### src/hw/spieep_map.vh
// Opcodes, register layouts, reset values and phase lengths of the serial register block
`ifndef SPIEEP_MAP_VH
`define SPIEEP_MAP_VH
// ------------------------------------------------------------
// Opcodes
// ------------------------------------------------------------
`define SPIEEP_WRITE_ENABLE_CMD 8'h06
`define SPIEEP_WRITE_DISABLE_CMD 8'h04
`define SPIEEP_READ_STATUS_CMD 8'h05
`define SPIEEP_WRITE_STATUS_CONFIG_CMD 8'h01
`define SPIEEP_ARRAY_READ_CMD 8'h03
`define SPIEEP_FAST_SINGLE_READ_CMD 8'h0B
`define SPIEEP_FAST_DUAL_READ_CMD 8'h3B
`define SPIEEP_READ_CONFIG_SAFETY_CMD 8'h15
`define SPIEEP_READ_VOLATILE_REG_CMD 8'h85
`define SPIEEP_WRITE_VOLATILE_REG_CMD 8'h81
`define SPIEEP_CLEAR_SAFETY_FLAGS_CMD 8'h50
// ------------------------------------------------------------
// Phase lengths in serial clocks, minus one
// ------------------------------------------------------------
`define SPIEEP_OPC_LAST 5'h07
`define SPIEEP_ADDR_LAST 5'h17
`define SPIEEP_DUMMY_LAST 5'h07
`define SPIEEP_BYTE_LAST 5'h07
`define SPIEEP_SINGLE_LAST 3'h7
`define SPIEEP_DUAL_LAST 3'h3
// ------------------------------------------------------------
// Register fields
// ------------------------------------------------------------
`define SPIEEP_WIP_BIT 0
`define SPIEEP_WLATCH_BIT 1
`define SPIEEP_STATUS_WRITE_MASK 8'hBE
`define SPIEEP_CONFIG_WRITE_MASK 8'h83
`define SPIEEP_SAFETY_VOLATILE_MASK 8'hFF
`define SPIEEP_BUF_LD_BIT 0
`define SPIEEP_BUF_EN_BIT 1
// ------------------------------------------------------------
// Reset values and underrun fill byte
// ------------------------------------------------------------
`define SPIEEP_STATUS_RST 8'h00
`define SPIEEP_CONFIG_RST 8'h00
`define SPIEEP_SAFETY_RST 8'h00
`define SPIEEP_VOLATILE_RST 8'h01
`define SPIEEP_UNDERRUN_BYTE 8'hFF
// ------------------------------------------------------------
// Array and buffer shape
// ------------------------------------------------------------
`define SPIEEP_MEM_AW 22
`define SPIEEP_FIFO_DEPTH 16
`define SPIEEP_FIFO_AW 4
`endif

### src/hw/spieep_core.v
// Serial command decoder with register file, array read streaming and prefetch buffer
// Behaviour
// [RL1] Opcode 15h loops configuration then safety bytes
// [RL2] Sample input on rise, shift on fall
// [RL3] Opcode 50h clears safety flags at deselect
// [RL4] Clear only after exactly eight opcode bits
// [RL5] Opcode 85h loops volatile register until deselect
// [RL6] Volatile read allowed during busy write cycle
// [RL7] Volatile write changes only buffer enable bit
// [RL8] Volatile write needs write-enable latch set
// [RL9] Volatile write only on byte-boundary deselect
// [RL10] Volatile write takes effect at deselect instantly
// [RL11] Opcode 01h one byte updates status fields
// [RL12] Two bytes update status then configuration
// [RL13] Status write refused without write-enable latch
// [RL14] More than two bytes discards status write
// [RL15] Status write refused during busy write cycle
// [RL16] Status write only on byte-boundary deselect
// [RL17] Opcode 03h, 24-bit address, single line data
// [RL18] Address increments per byte, wraps to zero
// [RL19] Opcode 0Bh adds eight dummy clocks first
// [RL20] Dummy clocks: input ignored, outputs released
// [RL21] Opcode 3Bh outputs two bits per fall
// [RL22] Opcode 06h sets write-enable latch
// [RL23] Unknown opcode ignored until deselect
// [RL24] Host limits clock rate per command
// [RL25] Deselect ends command and releases outputs
`timescale 1ns/100ps
`default_nettype none
`include "spieep_map.vh"

// ------------------------------------------------------------
// Prefetch buffer
// ------------------------------------------------------------
module spieep_fifo #(
  parameter WIDTH = 8,
  parameter DEPTH = 16,
  parameter AW = 4
) (
  input wire clock,
  input wire rst_b,
  input wire flush,
  input wire in_valid,
  output wire in_ready,
  input wire [WIDTH-1:0] in_data,
  output wire out_valid,
  input wire out_ready,
  output wire [WIDTH-1:0] out_data
);
  reg [WIDTH-1:0] mem [0:DEPTH-1]; // Storage, no reset needed
  reg [AW-1:0] wr_ptr_reg; // Next slot to fill
  reg [AW-1:0] rd_ptr_reg; // Next slot to drain
  reg [AW:0] count_reg; // Occupancy, one bit wider than pointers
  wire push;
  wire pop;

  assign in_ready = (count_reg != DEPTH[AW:0]);
  assign out_valid = (count_reg != {(AW+1){1'b0}});
  assign out_data = mem[rd_ptr_reg];
  assign push = in_valid & in_ready;
  assign pop = out_valid & out_ready;

  // Storage write; flush does not touch contents, only pointers and count
  always @(posedge clock) begin
    if (push) begin
      mem[wr_ptr_reg] <= in_data;
    end
  end

  // Pointers and count
  always @(posedge clock or negedge rst_b) begin
    if (!rst_b) begin
      wr_ptr_reg <= {AW{1'b0}};
      rd_ptr_reg <= {AW{1'b0}};
      count_reg <= {(AW+1){1'b0}};
    end else if (flush) begin
      // Flush wins so a stale byte never leaks into the next command
      wr_ptr_reg <= {AW{1'b0}};
      rd_ptr_reg <= {AW{1'b0}};
      count_reg <= {(AW+1){1'b0}};
    end else begin
      if (push) begin
        wr_ptr_reg <= wr_ptr_reg + {{(AW-1){1'b0}}, 1'b1};
      end
      if (pop) begin
        rd_ptr_reg <= rd_ptr_reg + {{(AW-1){1'b0}}, 1'b1};
      end
      if (push && !pop) begin
        count_reg <= count_reg + {{AW{1'b0}}, 1'b1};
      end else if (pop && !push) begin
        count_reg <= count_reg - {{AW{1'b0}}, 1'b1};
      end
    end
  end
endmodule // spieep_fifo

// ------------------------------------------------------------
// Command decoder and register file
// ------------------------------------------------------------
module spieep_core (
  input wire clock,
  input wire rst_b,
  input wire cs_b,
  input wire sck,
  input wire io_line_zero_in,
  output wire io_line_zero_out,
  output wire io_line_zero_oe,
  output wire io_line_one_out,
  output wire io_line_one_oe,
  input wire write_busy,
  input wire [7:0] safety_flag_set,
  input wire buffer_load_done,
  output wire mem_rd_en,
  output wire [`SPIEEP_MEM_AW-1:0] mem_rd_addr,
  input wire [7:0] mem_rd_data,
  output wire [7:0] status_out,
  output wire [7:0] config_out,
  output wire [7:0] safety_out,
  output wire [7:0] volatile_out
);
  // Decoder states
  localparam PH_OPC = 3'd0;
  localparam PH_ADDR = 3'd1;
  localparam PH_DUMMY = 3'd2;
  localparam PH_MEM = 3'd3;
  localparam PH_REG = 3'd4;
  localparam PH_WDATA = 3'd5;
  localparam PH_NODATA = 3'd6;
  localparam PH_IGNORE = 3'd7;
  localparam [7:0] VOL_RST = `SPIEEP_VOLATILE_RST; // Split into bits at reset

  // ------------------------------------------------------------
  // Pin synchronisers
  // ------------------------------------------------------------
  reg [2:0] cs_sync_reg; // Bit 0 is the metastable stage
  reg [2:0] sck_sync_reg; // Third stage only for edge finding
  reg [1:0] din_sync_reg; // Same depth as sck's second stage
  wire cs_high; // Chip deselected
  wire cs_rise; // Deselect event
  wire sck_rise; // Sample edge
  wire sck_fall; // Launch edge
  wire din; // Serial input aligned with sck edges

  // Two flops before any use; the third stage on sck/cs feeds edge detection only
  always @(posedge clock or negedge rst_b) begin
    if (!rst_b) begin
      cs_sync_reg <= 3'h7;
      sck_sync_reg <= 3'h0;
      din_sync_reg <= 2'h0;
    end else begin
      cs_sync_reg <= {cs_sync_reg[1:0], cs_b};
      sck_sync_reg <= {sck_sync_reg[1:0], sck};
      din_sync_reg <= {din_sync_reg[0], io_line_zero_in};
    end
  end

  assign cs_high = cs_sync_reg[1];
  assign cs_rise = cs_sync_reg[1] & ~cs_sync_reg[2];
  assign sck_rise = ~cs_high & sck_sync_reg[1] & ~sck_sync_reg[2]; // RL2
  assign sck_fall = ~cs_high & ~sck_sync_reg[1] & sck_sync_reg[2]; // RL2
  assign din = din_sync_reg[1];

  // ------------------------------------------------------------
  // Decoder state
  // ------------------------------------------------------------
  reg [2:0] state_reg; // Command phase
  reg [7:0] op_reg; // Latched opcode
  reg [7:0] in_sh_reg; // Incoming bits
  reg [23:0] addr_sh_reg; // Incoming address
  reg [4:0] cnt_reg; // Bits seen in current phase
  reg [7:0] wbyte0_reg; // First data byte of a write
  reg [7:0] wbyte1_reg; // Second data byte of a write
  reg [1:0] wcnt_reg; // Data bytes received, saturates at 3
  reg [7:0] out_sh_reg; // Outgoing byte
  reg [2:0] ocnt_reg; // Shifts left in outgoing byte
  reg oe_reg; // Outputs driven
  reg alt_reg; // Config/safety alternation
  reg pf_on_reg; // Prefetcher running
  reg [`SPIEEP_MEM_AW-1:0] pf_addr_reg; // Next array address to fetch
  reg pend_reg; // Read issued last cycle
  reg [7:0] status_reg; // Status bits 7:1 stored, WIP from live busy
  reg [7:0] config_reg; // Configuration
  reg [7:0] safety_reg; // Sticky safety flags
  reg buf_en_reg; // Buffer enable
  reg buf_ld_reg; // Buffer loaded
  wire [7:0] opc_full; // Opcode including this edge's bit
  wire [23:0] addr_full; // Address including this edge's bit
  wire [7:0] byte_full; // Data byte including this edge's bit
  wire dual; // Dual output command
  wire load; // New outgoing byte needed
  wire [7:0] reg_byte; // Register byte to send
  wire [7:0] fifo_data;
  wire fifo_valid;
  wire fifo_in_ready;
  wire fifo_pop;
  wire issue; // Array fetch this cycle
  wire [7:0] status_view; // Status with live WIP
  wire wlatch_go;
  wire wrdi_go;
  wire clr_go;
  wire scwr_go;
  wire vwr_go;

  assign opc_full = {in_sh_reg[6:0], din};
  assign addr_full = {addr_sh_reg[22:0], din};
  assign byte_full = {in_sh_reg[6:0], din};
  assign dual = (op_reg == `SPIEEP_FAST_DUAL_READ_CMD);
  assign load = sck_fall & (ocnt_reg == 3'h0) & ((state_reg == PH_MEM) | (state_reg == PH_REG));
  assign status_view = {status_reg[7:1], write_busy};

  // Byte chosen for register reads; alternation drives the config/safety loop
  assign reg_byte = (op_reg == `SPIEEP_READ_CONFIG_SAFETY_CMD) ?
                    (alt_reg ? safety_reg : config_reg) :
                    (op_reg == `SPIEEP_READ_VOLATILE_REG_CMD) ? volatile_out : // RL5 RL6
                    status_view;

  // Input shifting, phase sequencing and output shifting
  always @(posedge clock or negedge rst_b) begin
    if (!rst_b) begin
      state_reg <= PH_OPC;
      op_reg <= 8'h00;
      in_sh_reg <= 8'h00;
      addr_sh_reg <= 24'h00_0000;
      cnt_reg <= 5'h00;
      wbyte0_reg <= 8'h00;
      wbyte1_reg <= 8'h00;
      wcnt_reg <= 2'h0;
      out_sh_reg <= 8'h00;
      ocnt_reg <= 3'h0;
      oe_reg <= 1'b0;
      alt_reg <= 1'b0;
    end else if (cs_high) begin
      // Deselect ends everything and releases the lines
      state_reg <= PH_OPC; // RL25
      cnt_reg <= 5'h00;
      wcnt_reg <= 2'h0;
      ocnt_reg <= 3'h0;
      oe_reg <= 1'b0; // RL25
      alt_reg <= 1'b0;
    end else begin
      if (sck_rise) begin
        case (state_reg)
          PH_OPC: begin
            in_sh_reg <= opc_full; // RL2
            cnt_reg <= cnt_reg + 5'h01;
            if (cnt_reg == `SPIEEP_OPC_LAST) begin
              cnt_reg <= 5'h00;
              op_reg <= opc_full;
              if ((opc_full == `SPIEEP_WRITE_ENABLE_CMD) ||
                  (opc_full == `SPIEEP_WRITE_DISABLE_CMD) ||
                  (opc_full == `SPIEEP_CLEAR_SAFETY_FLAGS_CMD)) begin
                state_reg <= PH_NODATA; // RL4
              end else if ((opc_full == `SPIEEP_WRITE_STATUS_CONFIG_CMD) ||
                           (opc_full == `SPIEEP_WRITE_VOLATILE_REG_CMD)) begin
                state_reg <= PH_WDATA;
              end else if ((opc_full == `SPIEEP_READ_STATUS_CMD) ||
                           (opc_full == `SPIEEP_READ_CONFIG_SAFETY_CMD) ||
                           (opc_full == `SPIEEP_READ_VOLATILE_REG_CMD)) begin
                state_reg <= PH_REG; // RL1 RL5 RL6
              end else if ((opc_full == `SPIEEP_ARRAY_READ_CMD) ||
                           (opc_full == `SPIEEP_FAST_SINGLE_READ_CMD) ||
                           (opc_full == `SPIEEP_FAST_DUAL_READ_CMD)) begin
                state_reg <= PH_ADDR; // RL17
              end else begin
                state_reg <= PH_IGNORE; // RL23
              end
            end
          end
          PH_ADDR: begin
            addr_sh_reg <= addr_full; // RL17
            cnt_reg <= cnt_reg + 5'h01;
            if (cnt_reg == `SPIEEP_ADDR_LAST) begin
              cnt_reg <= 5'h00;
              // Plain read streams at once; fast reads wait out the dummies
              state_reg <= (op_reg == `SPIEEP_ARRAY_READ_CMD) ? PH_MEM : PH_DUMMY; // RL19
            end
          end
          PH_DUMMY: begin
            // Input value is not looked at here
            cnt_reg <= cnt_reg + 5'h01; // RL20
            if (cnt_reg == `SPIEEP_DUMMY_LAST) begin
              cnt_reg <= 5'h00;
              state_reg <= PH_MEM; // RL19
            end
          end
          PH_WDATA: begin
            in_sh_reg <= byte_full;
            cnt_reg <= cnt_reg + 5'h01;
            if (cnt_reg == `SPIEEP_BYTE_LAST) begin
              cnt_reg <= 5'h00;
              if (wcnt_reg == 2'h0) begin
                wbyte0_reg <= byte_full;
              end else if (wcnt_reg == 2'h1) begin
                wbyte1_reg <= byte_full;
              end
              if (wcnt_reg != 2'h3) begin
                wcnt_reg <= wcnt_reg + 2'h1; // RL14
              end
            end
          end
          PH_NODATA: begin
            // A ninth bit spoils a no-data command
            state_reg <= PH_IGNORE; // RL4
          end
          default: begin
            // Streaming and ignore phases take no input
            state_reg <= state_reg; // RL23
          end
        endcase
      end
      // Output launch on the falling edge, MSB first
      if (load) begin
        out_sh_reg <= (state_reg == PH_REG) ? reg_byte :
                      (fifo_valid ? fifo_data : `SPIEEP_UNDERRUN_BYTE); // RL2
        ocnt_reg <= dual ? `SPIEEP_DUAL_LAST : `SPIEEP_SINGLE_LAST; // RL21
        oe_reg <= 1'b1;
        alt_reg <= ~alt_reg; // RL1
      end else if (sck_fall && (ocnt_reg != 3'h0)) begin
        out_sh_reg <= dual ? {out_sh_reg[5:0], 2'b00} : {out_sh_reg[6:0], 1'b0}; // RL21
        ocnt_reg <= ocnt_reg - 3'h1;
      end
    end
  end

  // Single mode drives the upper line only; dual adds the lower line
  assign io_line_one_out = out_sh_reg[7]; // RL2
  assign io_line_one_oe = oe_reg & ~cs_high; // RL20 RL25
  assign io_line_zero_out = out_sh_reg[6]; // RL21
  assign io_line_zero_oe = oe_reg & dual & ~cs_high; // RL21 RL25

  // ------------------------------------------------------------
  // Array prefetch
  // ------------------------------------------------------------
  // One fetch in flight at a time: half rate is still far above the
  // link's byte rate, and it keeps the buffer's ready honest
  assign issue = pf_on_reg & fifo_in_ready & ~pend_reg & ~cs_high;
  assign mem_rd_en = issue;
  assign mem_rd_addr = pf_addr_reg;
  assign fifo_pop = load & (state_reg == PH_MEM);

  // Prefetch starts as soon as the address is complete
  always @(posedge clock or negedge rst_b) begin
    if (!rst_b) begin
      pf_on_reg <= 1'b0;
      pf_addr_reg <= {`SPIEEP_MEM_AW{1'b0}};
      pend_reg <= 1'b0;
    end else if (cs_high) begin
      pf_on_reg <= 1'b0; // RL25
      pend_reg <= 1'b0;
    end else begin
      pend_reg <= issue;
      if (sck_rise && (state_reg == PH_ADDR) && (cnt_reg == `SPIEEP_ADDR_LAST)) begin
        pf_on_reg <= 1'b1;
        pf_addr_reg <= addr_full[`SPIEEP_MEM_AW-1:0];
      end else if (issue) begin
        // Natural wrap of the counter returns to zero past the top
        pf_addr_reg <= pf_addr_reg + {{(`SPIEEP_MEM_AW-1){1'b0}}, 1'b1}; // RL18
      end
    end
  end

  spieep_fifo #(
    .WIDTH(8),
    .DEPTH(`SPIEEP_FIFO_DEPTH),
    .AW(`SPIEEP_FIFO_AW)
  ) u_fifo (
    .clock(clock),
    .rst_b(rst_b),
    .flush(cs_high),
    .in_valid(pend_reg & pf_on_reg),
    .in_ready(fifo_in_ready),
    .in_data(mem_rd_data),
    .out_valid(fifo_valid),
    .out_ready(fifo_pop),
    .out_data(fifo_data)
  );

  // ------------------------------------------------------------
  // Register execution at deselect
  // ------------------------------------------------------------
  assign wlatch_go = cs_rise & (state_reg == PH_NODATA) &
                     (op_reg == `SPIEEP_WRITE_ENABLE_CMD); // RL22
  assign wrdi_go = cs_rise & (state_reg == PH_NODATA) & (op_reg == `SPIEEP_WRITE_DISABLE_CMD);
  assign clr_go = cs_rise & (state_reg == PH_NODATA) &
                  (op_reg == `SPIEEP_CLEAR_SAFETY_FLAGS_CMD); // RL3 RL4
  assign scwr_go = cs_rise & (state_reg == PH_WDATA) &
                   (op_reg == `SPIEEP_WRITE_STATUS_CONFIG_CMD) &
                   (cnt_reg == 5'h00) & // RL16
                   ((wcnt_reg == 2'h1) | (wcnt_reg == 2'h2)) & // RL14
                   status_reg[`SPIEEP_WLATCH_BIT] & // RL13
                   ~write_busy; // RL15
  assign vwr_go = cs_rise & (state_reg == PH_WDATA) &
                  (op_reg == `SPIEEP_WRITE_VOLATILE_REG_CMD) &
                  (cnt_reg == 5'h00) & (wcnt_reg == 2'h1) & // RL9
                  status_reg[`SPIEEP_WLATCH_BIT]; // RL8

  // Status and configuration, written in the deselect cycle itself
  always @(posedge clock or negedge rst_b) begin
    if (!rst_b) begin
      status_reg <= `SPIEEP_STATUS_RST;
      config_reg <= `SPIEEP_CONFIG_RST;
    end else if (scwr_go) begin
      status_reg <= (wbyte0_reg & `SPIEEP_STATUS_WRITE_MASK) |
                    (status_reg & ~`SPIEEP_STATUS_WRITE_MASK); // RL11
      if (wcnt_reg == 2'h2) begin
        config_reg <= (wbyte1_reg & `SPIEEP_CONFIG_WRITE_MASK) |
                      (config_reg & ~`SPIEEP_CONFIG_WRITE_MASK); // RL12
      end
    end else if (wlatch_go) begin
      status_reg[`SPIEEP_WLATCH_BIT] <= 1'b1; // RL22
    end else if (wrdi_go) begin
      status_reg[`SPIEEP_WLATCH_BIT] <= 1'b0;
    end
  end

  // Safety flags: a new event in the clear cycle survives
  always @(posedge clock or negedge rst_b) begin
    if (!rst_b) begin
      safety_reg <= `SPIEEP_SAFETY_RST;
    end else begin
      safety_reg <= (safety_reg & ~(clr_go ? `SPIEEP_SAFETY_VOLATILE_MASK : 8'h00)) |
                    safety_flag_set; // RL3
    end
  end

  // Volatile register: only buffer enable is writable, loaded flag follows it
  always @(posedge clock or negedge rst_b) begin
    if (!rst_b) begin
      buf_en_reg <= VOL_RST[`SPIEEP_BUF_EN_BIT];
      buf_ld_reg <= VOL_RST[`SPIEEP_BUF_LD_BIT];
    end else begin
      if (vwr_go) begin
        buf_en_reg <= wbyte0_reg[`SPIEEP_BUF_EN_BIT]; // RL7 RL10
      end
      if (!buf_en_reg) begin
        buf_ld_reg <= 1'b1;
      end
      if (vwr_go && wbyte0_reg[`SPIEEP_BUF_EN_BIT] && !buf_en_reg) begin
        buf_ld_reg <= 1'b0; // RL7
      end
      // Last so a load finishing in the enabling cycle is not lost
      if (buffer_load_done) begin
        buf_ld_reg <= 1'b1;
      end
    end
  end

  assign status_out = status_view;
  assign config_out = config_reg;
  assign safety_out = safety_reg;
  assign volatile_out = {6'h00, buf_en_reg, buf_ld_reg};
endmodule // spieep_core
`default_nettype wire

### config.mk
export PLATFORM = sky130hd
export DESIGN_NAME = spieep_core
export DESIGN_NICKNAME = d
export VERILOG_FILES = /design/src/hw/spieep_core.v
export VERILOG_INCLUDE_DIRS = /design/src /design/src/hw
export SDC_FILE = /design/constraint.sdc
export NUM_CORES = 1
export LEC_CHECK = 0
export BUFFER_PORTS_ARGS = -buffer_cell sky130_fd_sc_hd__buf_2
export CAP_MARGIN = 20
export CORE_MARGIN = 4
export CORE_UTILIZATION = 30
export CTS_BUF_LIST = sky130_fd_sc_hd__clkbuf_4 sky130_fd_sc_hd__clkbuf_8
export DETAILED_ROUTE_END_ITERATION = 12
export PLACE_DENSITY = 0.55
export SKIP_CTS_REPAIR_TIMING = 1
export SYNTH_ARGS = -nofsm -noshare
export SYNTH_HDL_FRONTEND = slang
export SYNTH_SLANG_ARGS = --single-unit
### constraint.sdc
create_clock -name clock -period 3.9 [get_ports clock]
set_clock_uncertainty 0.05 [all_clocks]
set_input_delay 0 -clock clock [delete_from_list [all_inputs] [get_ports clock]]
set_output_delay 0 -clock clock [all_outputs]
set_load 0.1 [all_outputs]
# Word level (Yosys, flattened, before mapping)
# Memory sizes are Yosys's and may differ from the RTL's.
# Cells that the tools add are included.
word_totals:
  regBits: 146
  latchBits: 0
  mem_bits_rw: 128
  rom_bits: 0
  input_bits: 23
  output_inout_bits: 59
  elab_cells: 227
  mem_count: 1
classes:
  add_sub_neg: 8
  multipliers: 0
  n_div: 0
  n_lt_le_gt_ge: 0
  n_eq_ne: 36
  n_shift: 0
  mux: 58
  bitwise: 46
  n_reduce_logical: 51
mem_list:
  columns: ["name", "depth", "width", "rd", "rd_clocked_by_memory_dff", "wr", "line_no", "source"]
  rows:
  - ["u_fifo.mem", 16, 8, 1, 0, 1, "spieep_core.v:50", "reg [WIDTH-1:0] mem [0:DEPTH-1];"]
ops:
  columns: ["op", "n"]
  rows:
  - ["$mux W8", 9]
  - ["$mux W22", 2]
  - ["$eq A8 B3 Y1 const B", 5]
  - ["$mux W3", 13]
  - ["$mux W5", 7]
  - ["$eq A8 B8 Y1 const B", 4]
  - ["$and A1 B1 Y1", 31]
  - ["$add A22 B1 Y22 const B", 1]
  - ["$reduce_bool A2 Y1", 10]
  - ["$eq A8 B1 Y1 const B", 2]
  - ["$eq A8 B2 Y1 const B", 2]
  - ["$eq A8 B5 Y1 const B", 2]
  - ["$eq A8 B6 Y1 const B", 2]
  - ["$eq A8 B7 Y1 const B", 2]
  - ["$mux W1", 16]
  - ["$mux W4", 4]
  - ["$or A8 B7 Y8", 2]
  - ["$reduce_bool A3 Y1", 5]
  - ["$pmux W3 S4", 1]
  - ["$add A5 B1 Y5 const B", 2]
  - ["$mux W2", 5]
  - ["$pmux W5 S2", 1]
  - ["$reduce_and A5 Y1", 2]
  - ["$reduce_bool A5 Y1", 2]
  - ["33 further kinds", 67]

# Depth between registers and ports, before layout
# Gate-level depths: netlist of the first run.
logic_depth:
  word_depth: 11
  ltp_mapped: 12
  mapped_depth_nobuf: 12

# By module
# A second synthesis of the first run with hierarchy kept.
unflattened:
  cells_unflattened: 893
  hier_area_um2: 11816.3
modules_own_cells:
  columns: ["mod", "instances", "cells_per_inst", "area_per_inst_um2", "seq_area_each_um2"]
  rows:
  - ["spieep_core", 1, 555, 5944.5, 2982.9]
  - ["spieep_fifo", 1, 338, 5871.9, 4169.0]

# Worst setup path before layout of the first run
# Ideal clock, no wire load.
synth_path:
  kind: "register to output"
  start: "register cs_sync_reg[1]"
  end: "output io_line_zero_oe"
  arrival_time_ps: 3007
  required_time_ps: 3850
  slack_ps: 843
  path_stages_with_launch: 5
  path_buffers: 2
  cell_sequence: "dfstp_2 buf_2 clkbuf_1 nor2b_1 and2_1"
synth_between:
  elab_chain_cells: 2
synth_lines:
  columns: ["item", "line_no", "source"]
  rows:
  - ["start, declared", "spieep_core.v:135", "reg [2:0] cs_sync_reg;"]
  - ["start signal, assigned", "spieep_core.v:151", "cs_sync_reg <= {cs_sync_reg[1:0], cs_b};"]
  - ["$not A1 Y1 (no source line)", null, null]
  - ["$and A1 B1 Y1", "spieep_core.v:329", "assign io_line_zero_oe = oe_reg & dual & ~cs_high;"]
  - ["end, declared", "spieep_core.v:107", "output wire io_line_zero_oe,"]
# Every way passes these cells.

# Worst setup path in the final report of the first run
layout_path:
  start: "register u_fifo.count_reg[1]"
  end: "register u_fifo.count_reg[4]"
layout_between:
  elab_chain_cells: 6
  elab_cells_between_ends: 14
  classes_between: "2 x add/sub; 1 x eq/ne; 3 x mux; 2 x bitwise; 6 x reduce/logical"
layout_lines:
  columns: ["item", "line_no", "source"]
  rows:
  - ["start, declared", "spieep_core.v:53", "reg [AW:0] count_reg;"]
  - ["start signal, assigned", "spieep_core.v:75", "count_reg <= {(AW+1){1'b0}};"]
  - ["start signal, assigned", "spieep_core.v:80", "count_reg <= {(AW+1){1'b0}};"]
  - ["start signal, assigned", "spieep_core.v:89", "count_reg <= count_reg + {{AW{1'b0}}, 1'b1};"]
  - ["parallel branches: the longest is 6 deep, another holds $sub A5 B1 Y5", null, null]
# Several ways; the timed one is not identified. The select of a mux whose other input is x is not followed.
# A chain may end at the register's enable or synchronous reset.

==> flow_summary.json, run 1 <==
{
  "outcome": "complete, but fails checks",
  "violations": "negative hold slack",
  "cts_buffers": 47,
  "drt_iter0_drc": 382,
  "design_area_um2": 13700,
  "slew_viol_final": 0,
  "holdWs_ns": -0.0190,
  "portBuffers": 69,
  "rsz0062_at_grt": "false",
  "avgSynthCellArea_um2": 14.3,
  "cap_violations": 0,
  "setup_violations": 0,
  "clock-sinks": 260,
  "cp_max_fo": 10,
  "drc": 0,
  "nets": 970,
  "syn_to_final_growth_pct": 17.7,
  "n_antenna_cell": 0,
  "die_area_um2": 42100,
  "p_leak_nw": 5.49,
  "vdd_ir_drop_max_v": 0.000294,
  "slew_headroom": 0.339,
  "grt_max_degree": 86,
  "cts_tree": "yes",
  "period_share": 0.837,
  "root_buffer": "clkbuf_8",
  "synth-main-ff-cell": "edfxtp_1",
  "place_hpwl_um": 17600,
  "die_x_um": 205,
  "rows": 71,
  "hp-class": "in -> async",
  "largest_register_ffs": 128,
  "gr-usage-all-layers": 0.129,
  "routed_wl_um": 27200,
  "hold_viol_final": 4,
  "vias": 7184,
  "syn_area_um2": 11700,
  "coreArea_um2": 38000,
  "post_dp_cell_area_um2": 12500,
  "ys_ff_latch": 260,
  "gp_congestion": 0.745,
  "start_util": 0.307,
  "insertion_delay_ns": 0.60,
  "clock_tree.buffer_depth": 3,
  "synth_seq_area_share": 0.613,
  "syn_inst": 815,
  "grt_pass1_wl_um": 42200,
  "ys_async_sr_fraction": 0.508,
  "critical_path_arrival_ns": 3.71,
  "yosys_warnings": 0,
  "htreeDepth": 2,
  "fillers": 3746,
  "antenna_found_initial": 0,
  "startpoint_type": "register",
  "worst_ep_required_time_ns": 4.35,
  "drive_gt1_frac": 0.282,
  "path_clk_slew_ns": 0.07,
  "postRouteAntennaNets": 0,
  "vias_per_cell": 4.87,
  "ios": 82,
  "drt_pre_antenna_iters": 5,
  "worstSetupPathType": "reg -> reg",
  "wire_per_inst_um": 18.4,
  "synth-edff-count": 128,
  "pwr_density_cell_nw_per_um2": 426,
  "gr-total-overflow": 0,
  "grt_pass1_vias": 7250,
  "die_h_um": 205,
  "end_kind": "register",
  "setup-tns-final_ns": 0,
  "yosysUniqueCellTypes": 73,
  "worst_slew_pin_slew_ns": 0.986,
  "max_freq_ghz": 0.306,
  "fin_crit_ns": 3.26
}
-- Yosys cell counts (all sizes together) (10+ instances only) --
library cell  number  area (µm²)
o21ai             10        50.0
inv               13        48.8
and2              18         113
a22oi             11        82.6
nand2             21        81.3
a21o              11        82.6
xnor2             10        95.1
clkbuf            21        78.8
a21oi             35         179
nand3             25         125
mux4              33         743
dfrtp            128        3200
buf               32         211
nand4             12        75.1
mux2              64         732
edfxtp           128        3840
xor2              24         210
ha                18         225
nor2              60         225
and3              15        93.8
-- final cells by class --
cell class              count  area (µm²)  area share
clock buffers              73         892      0.0649
clock inverters            11        81.3     0.00592
inverters                  13        48.8     0.00355
multi-input cells         500        4220       0.307
flip-flops and latches    260        7150       0.521
well taps                 511         639      0.0465
repair buffers            106         702      0.0511
-- worst max-delay path: stages, from the launching register on --
cell,delay (ns)
dfrtp_1,0.46
or4_4,0.60
o211ai_4,0.34
nand2_1,0.23
fa_1,0.45
a21o_1,0.20
a21o_1,0.18
or3_1,0.32
and3_1,0.17
nor3_1,0.17
-- path summary, 6_finish.rpt --
path,start,end,slack (ns),depth (start not counted)
max,u_fifo.count_reg[1],u_fifo.count_reg[4],0.64,9
min reg2reg,cs_sync_reg[0],cs_sync_reg[1],0.32,0
min in group clock,sck,sck_sync_reg[0],0.03,2
max in group asynchronous,rst_b,cs_sync_reg[2],2.86,3
max reg2reg,u_fifo.count_reg[1],u_fifo.count_reg[4],0.64,9
min,rst_b,mem_rd_addr[16],-0.02,2
-- power breakdown --
group	internal (W)	leakage [nW]	total, W	switching [W]
clock network	0.00152	0.524	0.00265	0.00113
logic	0.0000774	2.06	0.000219	0.000142
registers	0.00292	2.91	0.00299	0.0000697
-- cells in the final DEF, fill, tap and decap left out, drive strengths merged, types with 4 or more instances in the layout --
master	instances
edfxtp	128
dfrtp	128
buf	82
clkbuf	73
mux2	64
nor2	60
a21oi	35
mux4	33
nand3	25
xor2	24
dlygate4sd3	24
nand2	21
and2	18
ha	18
and3	15
inv	14
nand4	12
conb	12
a21o	11
a22oi	11
o21ai	10
xnor2	10
nand2b	9
and4	9
mux2i	9
clkinv	9
nor3	8
a211oi	7
nor2b	6
or3	6
a221oi	6
o31ai	5
nor4b	5
nor3b	4
a22o	4
dfstp	4
nor4	4
-- routing by layer --
layer / global-route usage / vias to the layer above / share of wire
met1: 0.169 / 3692 / 0.44
met2: 0.211 / 146 / 0.49
li1: - / 3299 / -
met5: 0 / - / 0
met4: 0.0495 / 0 / 0.025
met3: 0.0265 / 47 / 0.043
-- kinds of logic (layout without fill, tap and decap cells) --
group / after synthesis / count (layout) / share of synthesized area
DFF: 260 / 260 / 0.613
AOI/OAI and AO/OA: 109 / 109 / 0.0672
adders and majority gates: 19 / 19 / 0.0210
muxes: 106 / 106 / 0.134
buffers and inverters: 66 / 203 / 0.0291
xor gates and xnor gates: 34 / 34 / 0.0262
and+or+nand+nor: 220 / 220 / 0.109
other: 1 / 12 / 0.000321
-- metrics by stage --
step | setup slack (ns) | hold WS [ns] | utilization | total power (W) | instances
global route | 0.442 | 0.00173 | 0.361 | 0.00610 | 1474
finish | 0.636 | -0.0190 | 0.361 | 0.00586 | 1474
detailed placement | 0.638 | 0.0569 | 0.329 | 0.00325 | 1366
floorplan | 0.843 | -0.346 | - | 0.00316 | 826
CTS | 0.626 | -0.594 | 0.355 | 0.00593 | 1450
global placement | 0.703 | 0.0575 | 0.329 | 0.00324 | 1366
Power figures use the tool's default switching activity.
==> run 2, diff against run 1 <==
--- a/config.mk
+++ b/config.mk
@@ -6,6 +6,7 @@
 export SDC_FILE = /design/constraint.sdc
 export NUM_CORES = 1
 export LEC_CHECK = 0
+export ABC_AREA = 1
 export BUFFER_PORTS_ARGS = -buffer_cell sky130_fd_sc_hd__buf_2
 export CAP_MARGIN = 20
 export CORE_MARGIN = 4
==> constraint.sdc (replaced) <==
create_clock -name clock -period 3.4 [get_ports clock]
set_clock_uncertainty 0.05 [all_clocks]
set_input_delay 0 -clock clock [delete_from_list [all_inputs] [get_ports clock]]
set_output_delay 0 -clock clock [all_outputs]
set_load 0.1 [all_outputs]
==> run 2 against run 1 <==
Against the previous run: the run now ends clean; power is 11% higher; sequential power is 13% higher; global-route usage increased by 0.78 points; critical endpoint unchanged; cell area is 4.7% higher; via count is 33% higher; fmax up 22%; die area is 5.9% higher; highest routed layer unchanged; utilization down 0.92 points; critical path type unchanged; combinational power rose by 50%.
==> flow_summary.json, run 2 <==
{
  "r2r_cells": 12,
  "rrSetupSlack_ns": 0.73,
  "root_buffer": "clkbuf_8",
  "synth-main-ff-cell": "edfxtp_1",
  "coreArea_um2": 40800,
  "vias_per_cell": 4.67,
  "insertion_delay_ns": 0.57,
  "reg2reg_from": "cs_sync_reg[1]",
  "gr-usage-all-layers": 0.137,
  "gp_congestion": 0.845,
  "ios": 82,
  "worstSetupPathType": "reg -> reg",
  "cts_tree": "yes",
  "synth_seq_area_share": 0.578,
  "worst_slew_pin_slew_ns": 0.881,
  "hold_viol_final": 0,
  "cts_buffers": 44,
  "portBuffers": 69,
  "syn_inst": 1375,
  "drt_iter0_drc": 701,
  "grt_pass1_vias": 9030,
  "hp-start": "io_line_zero_in",
  "path_clk_slew_ns": 0.06,
  "setup_violations": 0,
  "layout_common_cells": "nand2_1, inv_1, nand3_1, edfxtp_1, dfrtp_1",
  "synth.most_common_cell": "nand2_1",
  "outcome": "finished, final reports clean",
  "routed_wl_um": 31200,
  "grt_pass1_wl_um": 49600,
  "syn_area_um2": 12400,
  "slew_headroom": 0.411,
  "synth-edff-count": 128,
  "rows": 74,
  "crit_start": "cs_sync_reg[1]",
  "cp_max_fo": 19,
  "hp-class": "in -> reg",
  "fillers": 4195,
  "crit_end": "u_fifo.count_reg[4]",
  "vdd_ir_drop_max_v": 0.000231,
  "pwr_density_cell_nw_per_um2": 454,
  "ys_async_sr_fraction": 0.508,
  "grt_max_degree": 69,
  "setup-tns-final_ns": 0,
  "syn_to_final_growth_pct": 16.1,
  "rsz0062_at_grt": "false",
  "yosysUniqueCellTypes": 49,
  "startpoint_type": "register",
  "critical_path_arrival_ns": 3.07,
  "layout_commonest_cell": "nand2_1",
  "die_x_um": 211,
  "ys_ff_latch": 260,
  "synth_top_area_frac": 0.310,
  "max_freq_ghz": 0.374,
  "die_area_um2": 44600,
  "gr-total-overflow": 0,
  "nets": 1518,
  "end_kind": "register",
  "largest_register_ffs": 128,
  "synth_common_cells": "nand2_1, inv_1, nand3_1",
  "cap_violations": 0,
  "vias": 9549,
  "htreeDepth": 2,
  "p_leak_nw": 6.38,
  "rr_endpoint": "u_fifo.count_reg[4]",
  "n_antenna_cell": 0,
  "clock-sinks": 260,
  "yosys.area.top_type": "edfxtp_1",
  "slew_viol_final": 0,
  "clock_tree.buffer_depth": 3,
  "worst_ep_required_time_ns": 3.80,
  "drive_gt1_frac": 0.120,
  "drc": 0,
  "power_w": 0.00653,
  "place_hpwl_um": 20600,
  "avgSynthCellArea_um2": 9.00,
  "antenna_found_initial": 0,
  "postRouteAntennaNets": 0,
  "ys_top_cells_by_area": "edfxtp_1, dfrtp_1, nand2_1",
  "period_share": 0.786,
  "fin_crit_ns": 2.67,
  "start_util": 0.303,
  "die_h_um": 211,
  "wire_per_inst_um": 15.3,
  "pre_cts_slack_ns": 0.733,
  "setup_ws_ns": 0.729,
  "drt_pre_antenna_iters": 5,
  "yosys_warnings": 0
}
[run 2: area by class of cell]
class                   count  area [µm²]  area share
repair buffers            106         704      0.0490
clock buffers              66         808      0.0562
flip-flops and latches    260        7150       0.498
inverters                 171         642      0.0447
clock inverters            15        80.1     0.00557
well taps                 532         666      0.0463
multi-input cells         893        4320       0.301
[run 2: through the flow]
stage / utilization / instances / hold WS, ns / instance area (µm²)
3_3_place_gp: 0.324 / 1937 / -0.0182 / 13200
4_1_cts: 0.346 / 2018 / -0.633 / 14100
6_report: 0.352 / 2043 / 0.0352 / 14400
2_1_floorplan: - / 1386 / -0.346 / 12400
5_1_grt: 0.352 / 2043 / 0.0255 / 14400
3_5_place_dp: 0.324 / 1937 / -0.00866 / 13200
[run 2: kinds of logic (layout without fill, tap and decap cells)]
family,after synthesis,count (layout),share of synthesized area
simple gates,648,648,0.223
flops,260,260,0.578
buf+inv,233,358,0.0766
compound gates,197,197,0.0896
fa+ha+maj,19,19,0.0198
xor+xnor,13,13,0.00920
mux,4,4,0.00364
other cells,1,12,0.000303
[run 2: worst min-delay path by stage]
stage	to	slack, ns	depth (start not counted)
after floorplan	addr_sh_reg[0]	-0.35	0
after global placement	safety_out[4]	-0.02	1
after detailed placement	safety_out[4]	-0.009	1
after CTS	safety_out[4]	-0.63	1
after global routing	cs_sync_reg[0]	0.03	2
final	din_sync_reg[0]	0.04	2
[run 2: layer usage]
layer / up-vias / part of all wire / track usage
li1: 4720 / - / -
met1: 4576 / 0.47 / 0.196
met2: 208 / 0.46 / 0.216
met3: 45 / 0.046 / 0.0236
met4: 0 / 0.018 / 0.0362
met5: - / 0 / 0
[run 2: worst max-delay path: stages, from the launching register on]
cell,delay (ns)
dfstp_2,0.79
nor3_4,0.11
nand2_1,0.08
nor2_1,0.04
nand2_1,0.13
nand2_1,0.26
ha_1,0.41
a21oi_1,0.16
nand2_1,0.08
xor2_1,0.15
xor2_1,0.16
nand2_1,0.09
nand2_1,0.05
[run 2: where the power goes]
part	internal (W)	total, W	switching (W)
Sequential	0.00335	0.00338	0.0000352
Clock	0.00153	0.00282	0.00128
Combinational	0.0000801	0.000329	0.000249
==> run 3, diff against run 2 <==
--- a/config.mk
+++ b/config.mk
@@ -13,7 +13,7 @@
 export CORE_UTILIZATION = 30
 export CTS_BUF_LIST = sky130_fd_sc_hd__clkbuf_4 sky130_fd_sc_hd__clkbuf_8
 export DETAILED_ROUTE_END_ITERATION = 12
-export PLACE_DENSITY = 0.55
+export PLACE_DENSITY = 0.57
 export SKIP_CTS_REPAIR_TIMING = 1
 export SYNTH_ARGS = -nofsm -noshare
 export SYNTH_HDL_FRONTEND = slang
==> constraint.sdc (replaced) <==
create_clock -name clock -period 2.35 [get_ports clock]
set_clock_uncertainty 0.05 [all_clocks]
set_input_delay 0 -clock clock [delete_from_list [all_inputs] [get_ports clock]]
set_output_delay 0 -clock clock [all_outputs]
set_load 0.1 [all_outputs]
==> run 3 against run 2 <==
Against the previous run: the flow now finishes with violations (negative hold slack); register-to-register slack worse by 0.61 ns; cell area increased by 3.3%; utilization grew 1.2 points; flip-flop and latch count unchanged; fmax up 20%; global-route usage is 0.28 points higher; hold slack worse by 0.045 ns.
==> flow_summary.json, run 3 (synthesis gave the netlist of run 2 again) <==
{
  "outcome": "complete, but fails checks",
  "violations": "negative hold slack",
  "r2r_cells": 15,
  "setup-tns-final_ns": 0,
  "routed_wl_um": 31100,
  "cap_violations": 0,
  "cp_num_buf_inv": 2,
  "power_w": 0.00973,
  "hold_viol_final": 9,
  "setup_violations": 0,
  "postRouteAntennaNets": 0,
  "drt_pre_antenna_iters": 5,
  "p_leak_nw": 6.62,
  "pre_cts_slack_ns": 0.00498,
  "worstSetupPathType": "reg -> reg",
  "root_buffer": "clkbuf_8",
  "clock-sinks": 260,
  "end_kind": "register",
  "critical_path_arrival_ns": 2.68,
  "vdd_ir_drop_max_v": 0.000319,
  "drive_gt1_frac": 0.152,
  "slew_viol_final": 0,
  "pwr_density_cell_nw_per_um2": 655,
  "cp.depth": 15,
  "coreArea_um2": 40800,
  "gp_congestion": 0.849,
  "worst_slew_pin_slew_ns": 0.679,
  "max_freq_ghz": 0.449,
  "syn_to_final_growth_pct": 19.9,
  "die_h_um": 211,
  "gr-usage-all-layers": 0.140,
  "drt_iter0_drc": 602,
  "n_antenna_cell": 0,
  "grt_pass1_vias": 9602,
  "die_x_um": 211,
  "drc": 0,
  "slew_headroom": 0.547,
  "fin_util": 0.364,
  "largest_register_ffs": 128,
  "insertion_delay_ns": 0.57,
  "fin_crit_ns": 2.23,
  "ios": 82,
  "vias_per_cell": 4.64,
  "cts_tree": "yes",
  "layout_common_cells": "nand2_1, inv_1, nand3_1, edfxtp_1, nor2_1",
  "crit_path_frequent_cell": "nand2_1",
  "cp_max_fo": 5,
  "period_share": 0.948,
  "rows": 74,
  "vias": 9671,
  "startpoint_type": "register",
  "wire_per_inst_um": 14.9,
  "nets": 1560,
  "place_hpwl_um": 21100,
  "path_clk_slew_ns": 0.07,
  "worst_ep_required_time_ns": 2.80,
  "cpPeakStageDelay_ns": 0.36,
  "die_area_um2": 44600,
  "antenna_found_initial": 0,
  "grt_max_degree": 71,
  "gr-total-overflow": 0,
  "htreeDepth": 2,
  "layout_commonest_cell": "nand2_1",
  "hp-class": "in -> async",
  "cts_buffers": 45,
  "clock_tree.buffer_depth": 3,
  "path_delay_family": "simple AND/OR/NAND/NOR gates",
  "start_util": 0.303,
  "cpMaxStageDelayCell": "dfrtp_1",
  "crit_chain": "inv_1, ha_2, ha_4, nand2_1, nor2_1, nand2_1, nand2_2, buf_4, ha_1, nand3_1, nand2_1, xor2_1, xor2_1, nand2_1, nand2_1",
  "holdWs_ns": -0.0101,
  "setup_ws_ns": 0.123,
  "grt_pass1_wl_um": 50900,
  "portBuffers": 69
}
[run 3: through the flow]
stage               instance area [µm²]  cells  hold WS, ns
finish                            14800   2085      -0.0101
global route                      14800   2085       0.0238
CTS                               14600   2060       -0.589
detailed placement                13600   1978       0.0315
global placement                  13600   1978       0.0217
floorplan                         12400   1386       -0.346
[run 3: worst paths after layout]
check	endpoint	from	slack, ns
max reg2reg	u_fifo.count_reg[4]	ocnt_reg[0]	0.12
min reg2reg	din_sync_reg[1]	din_sync_reg[0]	0.30
min in group clock	din_sync_reg[0]	io_line_zero_in	0.04
max in group asynchronous	cs_sync_reg[2]	rst_b	1.44
max	u_fifo.count_reg[4]	ocnt_reg[0]	0.12
min	addr_sh_reg[2]	rst_b	-0.01
[run 3: final cells by class]
class,count,area [µm²]
clock buffers,65,820
clock inverters,17,140
fillers,4133,26000
inverters,171,642
multi-input cells,893,4360
flip-flops and latches,260,7160
well taps,532,666
repair buffers,147,1060
[run 3: layer usage]
layer	GRT usage	wire length [µm]	vias up
li1	-	-	4797
met1	0.196	14500	4571
met2	0.223	14300	242
met3	0.0276	1660	61
met4	0.0373	689	0
met5	0	0	-
[run 3: power breakdown]
group	switching (W)	internal, W
logic	0.000362	0.000117
registers	0.0000456	0.00484
clock network	0.00189	0.00248
total	0.00230	0.00743
